### src/design/drop_stats_pkg.sv
// Purpose: constants and types for the drop statistics and discard table
// Assumes: one switch-fabric clock, synchronous active-high reset
// Notes on behaviour
// - count every discarded packet per port
// - port 1 counter 32 bits, clears on read
// - port 2 counter identical, clears on read
// - counters saturate at all ones
// - ready flag zero after reset, self-sets
// - table initialisation reruns on every reset
// - command write launches one table access
// - command bit 4: 1 read, 0 write
// - read result lands in read data register
// - sixteen entries indexed by bits 3:0
// - index ranges: 8, 16, 32 buffers each
// - usage-selected entry gives drop probability
// - entries are 10-bit, 1/1024 units, yellow only
// - random discard only when drop-on-yellow set
package drop_stats_pkg;
    // ****************************************
    // register indices (byte address = 4 * index)
    // ****************************************
    localparam logic [15:0] IDX_PORT1_DROP = 16'h1C06;
    localparam logic [15:0] IDX_PORT2_DROP = 16'h1C07;
    localparam logic [15:0] IDX_INIT_STATUS = 16'h1C08;
    localparam logic [15:0] IDX_TABLE_CMD = 16'h1C09;
    localparam logic [15:0] IDX_TABLE_WDATA = 16'h1C0A;
    localparam logic [15:0] IDX_TABLE_RDATA = 16'h1C0B;
    localparam logic [15:0] IDX_DISCARD_CTRL = 16'h1C10;
    localparam logic [15:0] IDX_IRQ_STATUS = 16'h1C11;
    localparam logic [15:0] IDX_IRQ_MASK = 16'h1C12;
    // ****************************************
    // field layout and reset values
    // ****************************************
    localparam int CMD_DIR_BIT = 4;
    localparam int IDX_W = 4;
    localparam int PROB_W = 10;
    localparam int ENTRIES = 16;
    localparam int CNT_W = 32;
    localparam int USE_W = 8;
    localparam int NPORT = 2;
    localparam int NIRQ = 4;
    localparam int CTRL_YELLOW_BIT = 1;
    localparam int CTRL_RED_BIT = 0;
    localparam logic [CNT_W-1:0] CNT_MAX = 32'hFFFFFFFF;
    localparam logic [CNT_W-1:0] CNT_RST = 32'h00000000;
    localparam logic [4:0] CMD_RST = 5'h00;
    localparam logic [PROB_W-1:0] WDATA_RST = 10'h000;
    localparam logic [1:0] CTRL_RST = 2'h0;
    localparam logic [NIRQ-1:0] IRQ_RST = 4'h0;
    localparam logic [15:0] LFSR_SEED = 16'hACE1;
    localparam logic [15:0] LFSR_TAPS = 16'hB400;
    // interrupt status bit positions
    localparam int IRQ_READY = 0;
    localparam int IRQ_SAT1 = 1;
    localparam int IRQ_SAT2 = 2;
    localparam int IRQ_TBL_DONE = 3;
    // ****************************************
    // timing: lookup table initialisation length
    // ****************************************
    localparam int INIT_CYCLES = 512;
    localparam logic [1:0] COLOR_GREEN = 2'h0;
    localparam logic [1:0] COLOR_YELLOW = 2'h1;
    localparam logic [1:0] COLOR_RED = 2'h2;
    // one packet decision request from the ingress path
    typedef struct packed {
        logic valid;
        logic no_space;
        logic [1:0] color;
        logic [USE_W-1:0] used;
    } pkt_t;
    // init sequencer states
    typedef enum logic [0:0] {
        INIT_RUN,
        INIT_DONE
    } init_state_t;
endpackage : drop_stats_pkg

### src/design/discard_weight_table.sv
// Purpose: 16-entry random discard weight store
// Assumes: written one entry per cycle from the register side
// Notes: contents are left unreset on purpose
`timescale 1ns/10ps
module discard_weight_table (
    input wire logic clk_in,
    input wire logic wr_en_in,
    input wire logic [drop_stats_pkg::IDX_W-1:0] wr_idx_in,
    input wire logic [drop_stats_pkg::PROB_W-1:0] wr_data_in,
    input wire logic [drop_stats_pkg::IDX_W-1:0] rd_idx_in,
    output logic [drop_stats_pkg::PROB_W-1:0] rd_data_out,
    input wire logic [drop_stats_pkg::IDX_W-1:0] look1_idx_in,
    output logic [drop_stats_pkg::PROB_W-1:0] look1_prob_out,
    input wire logic [drop_stats_pkg::IDX_W-1:0] look2_idx_in,
    output logic [drop_stats_pkg::PROB_W-1:0] look2_prob_out
);
    // ****************************************
    // storage
    // ****************************************
    // no reset: software must fill all entries before use
    logic [drop_stats_pkg::PROB_W-1:0] weight_mem [drop_stats_pkg::ENTRIES];

    // single write port from the command sequencer
    always_ff @(posedge clk_in) begin
        if (wr_en_in) begin
            weight_mem[wr_idx_in] <= wr_data_in;
        end
    end

    // combinational read ports, registered by the caller
    assign rd_data_out = weight_mem[rd_idx_in];
    assign look1_prob_out = weight_mem[look1_idx_in];
    assign look2_prob_out = weight_mem[look2_idx_in];
endmodule : discard_weight_table

### src/design/drop_stats_discard_table.sv
// Purpose: drop counters, table-ready flag and discard table access
// Assumes: Avalon-MM slave, byte addresses, 32-bit data
// Notes: packet inputs come from same-clock logic, so no synchronisers
`timescale 1ns/10ps
module drop_stats_discard_table #(
    parameter int INIT_LEN = drop_stats_pkg::INIT_CYCLES
) (
    input wire logic clk_in,
    input wire logic sys_rst_in,
    // avalon-mm slave
    input wire logic [15:0] avs_address_in,
    input wire logic avs_read_in,
    input wire logic avs_write_in,
    input wire logic [31:0] avs_writedata_in,
    input wire logic [3:0] avs_byteenable_in,
    output logic [31:0] avs_readdata_out,
    output logic avs_waitrequest_out,
    // ingress packet decisions, index 0 is port 1
    input wire drop_stats_pkg::pkt_t [1:0] pkt_in,
    output logic [1:0] drop_out,
    output logic tables_ready_flag_out,
    output logic irq_out
);
    // ****************************************
    // address decode
    // ****************************************
    // byte address of a register index
    function automatic logic [15:0] byte_addr(input logic [15:0] idx);
        byte_addr = {idx[13:0], 2'b00};
    endfunction : byte_addr

    // map buffer usage to table index
    function automatic logic [3:0] usage_index(input logic [7:0] used);
        if (used[7]) begin
            usage_index = {2'b11, used[6:5]};
        end else if (used[6]) begin
            usage_index = {2'b10, used[5:4]};
        end else begin
            usage_index = {1'b0, used[5:3]};
        end
    endfunction : usage_index

    // merge byte lanes of a write into an old value
    function automatic logic [31:0] lane_merge(input logic [31:0] old_v,
        input logic [31:0] new_v, input logic [3:0] be);
        for (int i = 0; i < 4; i++) begin
            lane_merge[i*8 +: 8] = be[i] ? new_v[i*8 +: 8] : old_v[i*8 +: 8];
        end
    endfunction : lane_merge

    wire hit_cnt1 = avs_address_in == byte_addr(drop_stats_pkg::IDX_PORT1_DROP);
    wire hit_cnt2 = avs_address_in == byte_addr(drop_stats_pkg::IDX_PORT2_DROP);
    wire hit_stat = avs_address_in == byte_addr(drop_stats_pkg::IDX_INIT_STATUS);
    wire hit_cmd = avs_address_in == byte_addr(drop_stats_pkg::IDX_TABLE_CMD);
    wire hit_wdat = avs_address_in == byte_addr(drop_stats_pkg::IDX_TABLE_WDATA);
    wire hit_rdat = avs_address_in == byte_addr(drop_stats_pkg::IDX_TABLE_RDATA);
    wire hit_ctrl = avs_address_in == byte_addr(drop_stats_pkg::IDX_DISCARD_CTRL);
    wire hit_ists = avs_address_in == byte_addr(drop_stats_pkg::IDX_IRQ_STATUS);
    wire hit_imsk = avs_address_in == byte_addr(drop_stats_pkg::IDX_IRQ_MASK);

    // ****************************************
    // state
    // ****************************************
    logic [31:0] cnt_ff [2]; // per-port drop counters
    logic [31:0] nxt_cnt [2];
    logic [4:0] cmd_ff; // direction and index of last command
    logic cmd_pend_ff; // table access waiting one cycle
    logic [9:0] wdata_ff; // probability to write
    logic [9:0] rdata_ff; // probability read back
    logic [1:0] ctrl_ff; // drop-on-red, drop-on-yellow
    logic [3:0] ists_ff; // sticky interrupt status
    logic [3:0] imsk_ff; // interrupt mask
    logic rd_ack_ff; // second cycle of a register read
    logic [31:0] rdout_ff; // registered read data
    logic [1:0] drop_ff; // registered drop decisions
    logic [15:0] lfsr_ff; // random source
    logic [15:0] init_cnt_ff; // init walk counter
    drop_stats_pkg::init_state_t init_st_ff;
    drop_stats_pkg::init_state_t nxt_init_st;

    // ****************************************
    // bus handshake
    // ****************************************
    // reads take two cycles; any access stalls while a table op is pending
    wire rd_go = avs_read_in && !cmd_pend_ff && !rd_ack_ff;
    wire wr_take = avs_write_in && !cmd_pend_ff;
    assign avs_waitrequest_out = cmd_pend_ff ||
        (avs_read_in && !rd_ack_ff);
    assign avs_readdata_out = rdout_ff;

    // register write strobes
    wire wr_cmd = wr_take && hit_cmd && avs_byteenable_in[0];
    wire wr_wdat = wr_take && hit_wdat;
    wire wr_ctrl = wr_take && hit_ctrl;
    wire wr_ists = wr_take && hit_ists;
    wire wr_imsk = wr_take && hit_imsk;
    wire clr_cnt1 = rd_go && hit_cnt1;
    wire clr_cnt2 = rd_go && hit_cnt2;
    wire [31:0] wd_wdat = lane_merge({22'h0, wdata_ff},
        avs_writedata_in, avs_byteenable_in);
    wire [31:0] wd_ctrl = lane_merge({30'h0, ctrl_ff},
        avs_writedata_in, avs_byteenable_in);
    wire [31:0] wd_imsk = lane_merge({28'h0, imsk_ff},
        avs_writedata_in, avs_byteenable_in);
    wire [31:0] wd_ists = lane_merge(32'h0,
        avs_writedata_in, avs_byteenable_in);

    // read mux, unmapped addresses read zero
    logic [31:0] rd_mux;
    always_comb begin
        rd_mux = 32'h00000000;
        if (hit_cnt1) begin
            rd_mux = cnt_ff[0];
        end else if (hit_cnt2) begin
            rd_mux = cnt_ff[1];
        end else if (hit_stat) begin
            rd_mux = {31'h0, tables_ready_flag_out};
        end else if (hit_cmd) begin
            rd_mux = {27'h0, cmd_ff};
        end else if (hit_wdat) begin
            rd_mux = {22'h0, wdata_ff};
        end else if (hit_rdat) begin
            rd_mux = {22'h0, rdata_ff};
        end else if (hit_ctrl) begin
            rd_mux = {30'h0, ctrl_ff};
        end else if (hit_ists) begin
            rd_mux = {28'h0, ists_ff};
        end else if (hit_imsk) begin
            rd_mux = {28'h0, imsk_ff};
        end
    end

    // capture read data and step the read handshake
    always_ff @(posedge clk_in) begin
        if (sys_rst_in) begin
            rd_ack_ff <= 1'b0;
            rdout_ff <= 32'h00000000;
        end else begin
            rd_ack_ff <= rd_go;
            if (rd_go) begin
                rdout_ff <= rd_mux;
            end
        end
    end

    // ****************************************
    // table init sequencer
    // ****************************************
    // walks the lookup tables after every reset
    wire init_last = init_cnt_ff == 16'(INIT_LEN - 1);
    always_comb begin
        nxt_init_st = init_st_ff;
        unique case (init_st_ff)
            drop_stats_pkg::INIT_RUN: begin
                if (init_last) begin
                    nxt_init_st = drop_stats_pkg::INIT_DONE;
                end
            end
            drop_stats_pkg::INIT_DONE: begin
                nxt_init_st = drop_stats_pkg::INIT_DONE;
            end
        endcase
    end

    // reset restarts the walk and drops the ready flag
    always_ff @(posedge clk_in) begin
        if (sys_rst_in) begin
            init_st_ff <= drop_stats_pkg::INIT_RUN;
            init_cnt_ff <= 16'h0000;
        end else begin
            init_st_ff <= nxt_init_st;
            if (init_st_ff == drop_stats_pkg::INIT_RUN) begin
                init_cnt_ff <= init_cnt_ff + 16'h0001;
            end
        end
    end
    assign tables_ready_flag_out = init_st_ff == drop_stats_pkg::INIT_DONE;
    wire ready_rise = init_st_ff == drop_stats_pkg::INIT_RUN && init_last;

    // ****************************************
    // control registers
    // ****************************************
    // write data and drop control
    always_ff @(posedge clk_in) begin
        if (sys_rst_in) begin
            wdata_ff <= drop_stats_pkg::WDATA_RST;
            ctrl_ff <= drop_stats_pkg::CTRL_RST;
            imsk_ff <= drop_stats_pkg::IRQ_RST;
        end else begin
            if (wr_wdat) begin
                wdata_ff <= wd_wdat[9:0];
            end
            if (wr_ctrl) begin
                ctrl_ff <= wd_ctrl[1:0];
            end
            if (wr_imsk) begin
                imsk_ff <= wd_imsk[3:0];
            end
        end
    end

    // ****************************************
    // table command
    // ****************************************
    // latch command, run access on the following cycle
    always_ff @(posedge clk_in) begin
        if (sys_rst_in) begin
            cmd_ff <= drop_stats_pkg::CMD_RST;
            cmd_pend_ff <= 1'b0;
        end else begin
            cmd_pend_ff <= wr_cmd;
            if (wr_cmd) begin
                cmd_ff <= avs_writedata_in[4:0];
            end
        end
    end

    wire cmd_is_read = cmd_ff[drop_stats_pkg::CMD_DIR_BIT];
    wire tbl_wr = cmd_pend_ff && !cmd_is_read;
    wire tbl_rd = cmd_pend_ff && cmd_is_read;
    wire [9:0] tbl_rd_data;
    wire [9:0] look_prob [2];
    wire [3:0] look_idx [2];

    // store result of a read command
    always_ff @(posedge clk_in) begin
        if (sys_rst_in) begin
            rdata_ff <= 10'h000;
        end else if (tbl_rd) begin
            rdata_ff <= tbl_rd_data;
        end
    end

    discard_weight_table u_table (
        .clk_in(clk_in),
        .wr_en_in(tbl_wr),
        .wr_idx_in(cmd_ff[3:0]),
        .wr_data_in(wdata_ff),
        .rd_idx_in(cmd_ff[3:0]),
        .rd_data_out(tbl_rd_data),
        .look1_idx_in(look_idx[0]),
        .look1_prob_out(look_prob[0]),
        .look2_idx_in(look_idx[1]),
        .look2_prob_out(look_prob[1])
    );

    // ****************************************
    // random source
    // ****************************************
    // galois lfsr, low ten bits compared against probability
    always_ff @(posedge clk_in) begin
        if (sys_rst_in) begin
            lfsr_ff <= drop_stats_pkg::LFSR_SEED;
        end else if (lfsr_ff[0]) begin
            lfsr_ff <= (lfsr_ff >> 1) ^ drop_stats_pkg::LFSR_TAPS;
        end else begin
            lfsr_ff <= lfsr_ff >> 1;
        end
    end

    // ****************************************
    // per-port drop decision and counters
    // ****************************************
    wire [1:0] drop_now;
    logic [1:0] sat_hit;
    wire [1:0] clr_cnt = {clr_cnt2, clr_cnt1};
    genvar p;
    generate
        for (p = 0; p < 2; p++) begin : g_port
            // pick this port's entry from its buffer usage
            assign look_idx[p] = usage_index(pkt_in[p].used);
            wire is_yel = pkt_in[p].color == drop_stats_pkg::COLOR_YELLOW;
            wire is_red = pkt_in[p].color == drop_stats_pkg::COLOR_RED;
            wire rnd_hit = lfsr_ff[9:0] < look_prob[p];
            wire yel_drop = is_yel && ctrl_ff[drop_stats_pkg::CTRL_YELLOW_BIT]
                && rnd_hit;
            wire red_drop = is_red && ctrl_ff[drop_stats_pkg::CTRL_RED_BIT];
            assign drop_now[p] = pkt_in[p].valid &&
                (pkt_in[p].no_space || red_drop || yel_drop);

            // clear on read, but a same-cycle drop still counts
            always_comb begin
                nxt_cnt[p] = clr_cnt[p] ? 32'h00000000 : cnt_ff[p];
                sat_hit[p] = 1'b0;
                if (drop_now[p] && nxt_cnt[p] != drop_stats_pkg::CNT_MAX) begin
                    nxt_cnt[p] = nxt_cnt[p] + 32'h00000001;
                    sat_hit[p] = nxt_cnt[p] == drop_stats_pkg::CNT_MAX;
                end // saturate at all ones
            end

            // counter and decision flops
            always_ff @(posedge clk_in) begin
                if (sys_rst_in) begin
                    cnt_ff[p] <= drop_stats_pkg::CNT_RST;
                    drop_ff[p] <= 1'b0;
                end else begin
                    cnt_ff[p] <= nxt_cnt[p];
                    drop_ff[p] <= drop_now[p];
                end
            end
        end
    endgenerate
    assign drop_out = drop_ff;

    // ****************************************
    // interrupts
    // ****************************************
    // events: ready, counter saturated, table access done
    wire [3:0] irq_evt = {cmd_pend_ff, sat_hit[1], sat_hit[0], ready_rise};
    wire [3:0] irq_clr = wr_ists ? wd_ists[3:0] : 4'h0;

    // write one to clear; a new event wins over the clear
    always_ff @(posedge clk_in) begin
        if (sys_rst_in) begin
            ists_ff <= drop_stats_pkg::IRQ_RST;
        end else begin
            ists_ff <= (ists_ff & ~irq_clr) | irq_evt;
        end
    end
    assign irq_out = |(ists_ff & imsk_ff);
endmodule : drop_stats_discard_table

### config.mk
export PLATFORM = sky130hd
export DESIGN_NAME = drop_stats_discard_table
export DESIGN_NICKNAME = d
export VERILOG_FILES = /design/src/design/drop_stats_pkg.sv /design/src/design/discard_weight_table.sv /design/src/design/drop_stats_discard_table.sv
export SDC_FILE = /design/constraint.sdc
export NUM_CORES = 1
export LEC_CHECK = 0
export BUFFER_PORTS_ARGS = -buffer_cell sky130_fd_sc_hd__buf_2
export CAP_MARGIN = 0
export CORE_ASPECT_RATIO = 1.25
export CORE_UTILIZATION = 55
export CTS_CLUSTER_DIAMETER = 150
export DETAILED_ROUTE_END_ITERATION = 10
export PLACE_DENSITY = 0.85
export SYNTH_ARGS = -nofsm -noshare
export SYNTH_HDL_FRONTEND = slang
export SYNTH_SLANG_ARGS = --single-unit
### constraint.sdc
create_clock -name clk_in -period 6.07 [get_ports clk_in]
set_input_delay 1.214 -clock clk_in [delete_from_list [all_inputs] [get_ports clk_in]]
set_output_delay 1.214 -clock clk_in [all_outputs]
set_load 0.01 [all_outputs]
==> impl_metrics.tcl <==
set metrics [dict create \
    top_cells_by_instance_count_after_synthesis "sky130_fd_sc_hd__dfxtp_1 (168), sky130_fd_sc_hd__edfxtp_1 (160), sky130_fd_sc_hd__nand2_1 (159)" \
    rsz0062_at_grt "false" \
    clk_root_buf "sky130_fd_sc_hd__clkbuf_16" \
    cpPeakStageDelay_ps 700 \
    vias 14800 \
    synth.top_cells.by_area "sky130_fd_sc_hd__edfxtp_1 (27%), sky130_fd_sc_hd__dfxtp_1 (19%), sky130_fd_sc_hd__mux4_2 (16%), sky130_fd_sc_hd__nand2_1 (3.4%), sky130_fd_sc_hd__a21oi_1 (3.2%)" \
    final-max-slew-violation-count 0 \
    setup_ws_ps 499 \
    dieArea_um2 32700 \
    synthMostInstantiatedCell "sky130_fd_sc_hd__dfxtp_1" \
    cts_htree_levels 2 \
    drv_cap 0 \
    fin_total_pwr_mw 4.66 \
    antenna-diode-count 0 \
    design.portCount 117 \
    totalWireLength_um 54800 \
    crit_required_ps 6500 \
    min_path_type "reg -> reg" \
    ys_ff_latch 328 \
    fin_skew_ps 45.1 \
    wire_per_inst_um 26.5 \
    layout_min_cycle_time_ps 5570 \
    syn_nets 1681 \
    grt_first_pass_wirelength_um 84600 \
    first_iter_violations 2479 \
    data_arrival_time_at_the_worst_slack_endpoint_ps 6000 \
    run_status "complete, no violations" \
    areaGrowthSynthToFinish_pct 11.7 \
    cell_type_contributing_the_most_total_cell_area_after_synthesis "sky130_fd_sc_hd__edfxtp_1" \
    cts-buffers-inserted 34 \
    fraction_of_registers_with_async_set_or_reset_after_synthesis_pct 0 \
    worst_pin_slew_ps 1130 \
    number_of_enable_flip_flop_cells_after_synthesis 160 \
    drive_above_1_share_pct 21.7 \
    final_nets 1738 \
    port_buffers 86 \
    drtPass1Iterations 8 \
    synth-warning-count 0 \
    avgSynthCellArea_um2 11.2 \
    clock_sinks 328 \
    post-synth-top-area-fraction_pct 27.3 \
    final-setup-viol-count 0 \
    finalSetupTns_ps 0 \
    worst_r2r_endpoint "cnt_ff[1][18]" \
    detail_route.drc_violations 0 \
    crit_start "pkt_in[19]" \
    setup.worst_path.class "in -> reg" \
    cts_hold_buffers 0 \
    min_from "lfsr_ff[12]" \
    timing.reg2reg.setup_slack_ps 1450 \
    viasPerCell 7.18 \
    synthCells 1578 \
    critPathLaunchType "input pin" \
    netlist_area_um2 17600 \
    number_of_global_route_vias_before_repair 14600 \
    die_w_um 162 \
    synth.distinct_cells 72 \
    finalHoldWorstSlack_ps 426 \
    cts_tree "built" \
    achievable_frequency_mhz 179 \
    globalplace.congestion 0.971 \
    p_leak_nw 6.03 \
    die_height_um 202 \
    slew-limit-headroom_pct 24.7 \
    route.antenna.remaining_nets 0 \
    pre_cts_slack_ps 274 \
    critPathCapture "ists_ff[2]" \
    yosys_most_used_dff "sky130_fd_sc_hd__dfxtp_1" \
    peakVddDrop_uv 197 \
    finalHoldViolCount 0 \
    critical_path.reg2reg.startpoint "cmd_pend_ff" \
    timing.reg2reg.worst_path_depth 14 \
    min_period_over_period_pct 91.8 \
    clkTransAtPathRegs_ps 60 \
    clock_tree.buffer_depth 3 \
    gr-usage-all-layers_pct 34.4 \
    pin_count_of_the_biggest_net_entering_global_routing 79 \
    rows 72 \
    grt_overflow 0 \
    cts_setup_buffers 0 \
    finalCoreUtilization_pct 62.9 \
    crit_slowest_cell "sky130_fd_sc_hd__o21ai_4" \
    worst_setup_path_end_kind "flop" \
    initial_util_pct 56.3 \
    worstSkewPairLatency_ps 560 \
    worstPathCellList "buf_2, nor2_1, o21ai_4, buf_4, mux4_2, mux2_2, o21ai_1, ha_1, a21oi_1, a211oi_1, nor3_1, nand3_1, buf_12, or3_1, o31ai_1" \
    dp_hpwl_um 36000 \
    core_um2 31300 \
    pd_cells_nw_per_um2 237 \
    critical_path.max_fanout 52 \
    synth_seq_area_share_pct 46.4 \
    antenna_found_initial 1 \
]
-- how the worst min path moves through the flow --
stage / to / cells after the start
global placement: lfsr_ff[11] / 1
finish: lfsr_ff[11] / 1
floorplan: lfsr_ff[11] / 1
detailed placement: lfsr_ff[11] / 1
CTS: lfsr_ff[11] / 1
global route: lfsr_ff[11] / 1
-- cells by family after synthesis --
| kind of cell | share of synthesized area [%] |
|---|---|
| compound gates | 10.9 |
| xor+xnor | 2.19 |
| fa+ha+maj | 1.63 |
| buf+inv | 2.93 |
| flops | 46.4 |
| mux | 19.2 |
| simple gates | 16.8 |
-- layer usage --
| metal | GRT usage (%) | vias up | part of all wire (%) |
|---|---|---|---|
| met4 | 25.5 | 2 | 8.3 |
| met1 | 38.9 | 7107 | 32 |
| met2 | 55.9 | 1164 | 48 |
| met5 | 0 | - | 0.022 |
| li1 | - | 6220 | - |
| met3 | 8.87 | 342 | 11 |
-- repair_timing --
item	4_1_cts	5_1_grt
resized for setup	0	1
hold endpoints to repair	0	0
setup endpoints to repair	0	6
-- sequential cells by signal, indices dropped and copies added, names as in the netlist, 5 cells and up --
register and cells:
lfsr_ff 16, wdata_ff 10, u_table.weight_mem 160, init_cnt_ff 16, rdata_ff 10, cnt_ff 64
cmd_ff 5, avs_readdata_out 32
-- area by class of cell --
type / instances / area (µm²)
well taps: 407 / 509
fillers: 2229 / 11600
clock inverters: 12 / 82.6
flip-flops and latches: 328 / 8170
multi-input cells: 1122 / 8990
repair buffers: 135 / 876
inverters: 14 / 52.6
clock buffers: 48 / 997
-- per-stage QoR --
stage,instance area [µm²],std cells
2_1_floorplan,17600,1578
3_3_place_gp,18600,2006
3_5_place_dp,18600,2006
4_1_cts,19700,2066
5_1_grt,19700,2066
6_report,19700,2066
-- critical path, delay by kind of cell --
| kind | cells | cell delay (ps) |
|---|---|---|
| AOI/OAI and AO/OA | 5 | 1900 |
| and+or+nand+nor | 4 | 900 |
| muxes | 2 | 800 |
| buffers and inverters | 3 | 740 |
| adders and majority gates | 1 | 420 |
-- placed cells by master, fill, tap and decap left out, drive strengths merged, types with 34 or more instances in the layout --
cell,count
nor2,105
a21oi,112
edfxtp,160
o21ai,77
nand2,159
mux4,124
dfxtp,168
nand3,55
clkbuf,48
nand4,34
a22oi,34
or3,40
buf,135
-- report_power, final --
| group | switching (mW) | leakage, nW | total [mW] | internal (mW) |
|---|---|---|---|---|
| logic | 0.172 | 2.89 | 0.279 | 0.106 |
| clock network | 0.891 | 0.528 | 2.05 | 1.16 |
| registers | 0.0162 | 2.61 | 2.33 | 2.31 |
| total | 1.08 | 6.03 | 4.66 | 3.58 |
(Power assumes the default switching activity.)
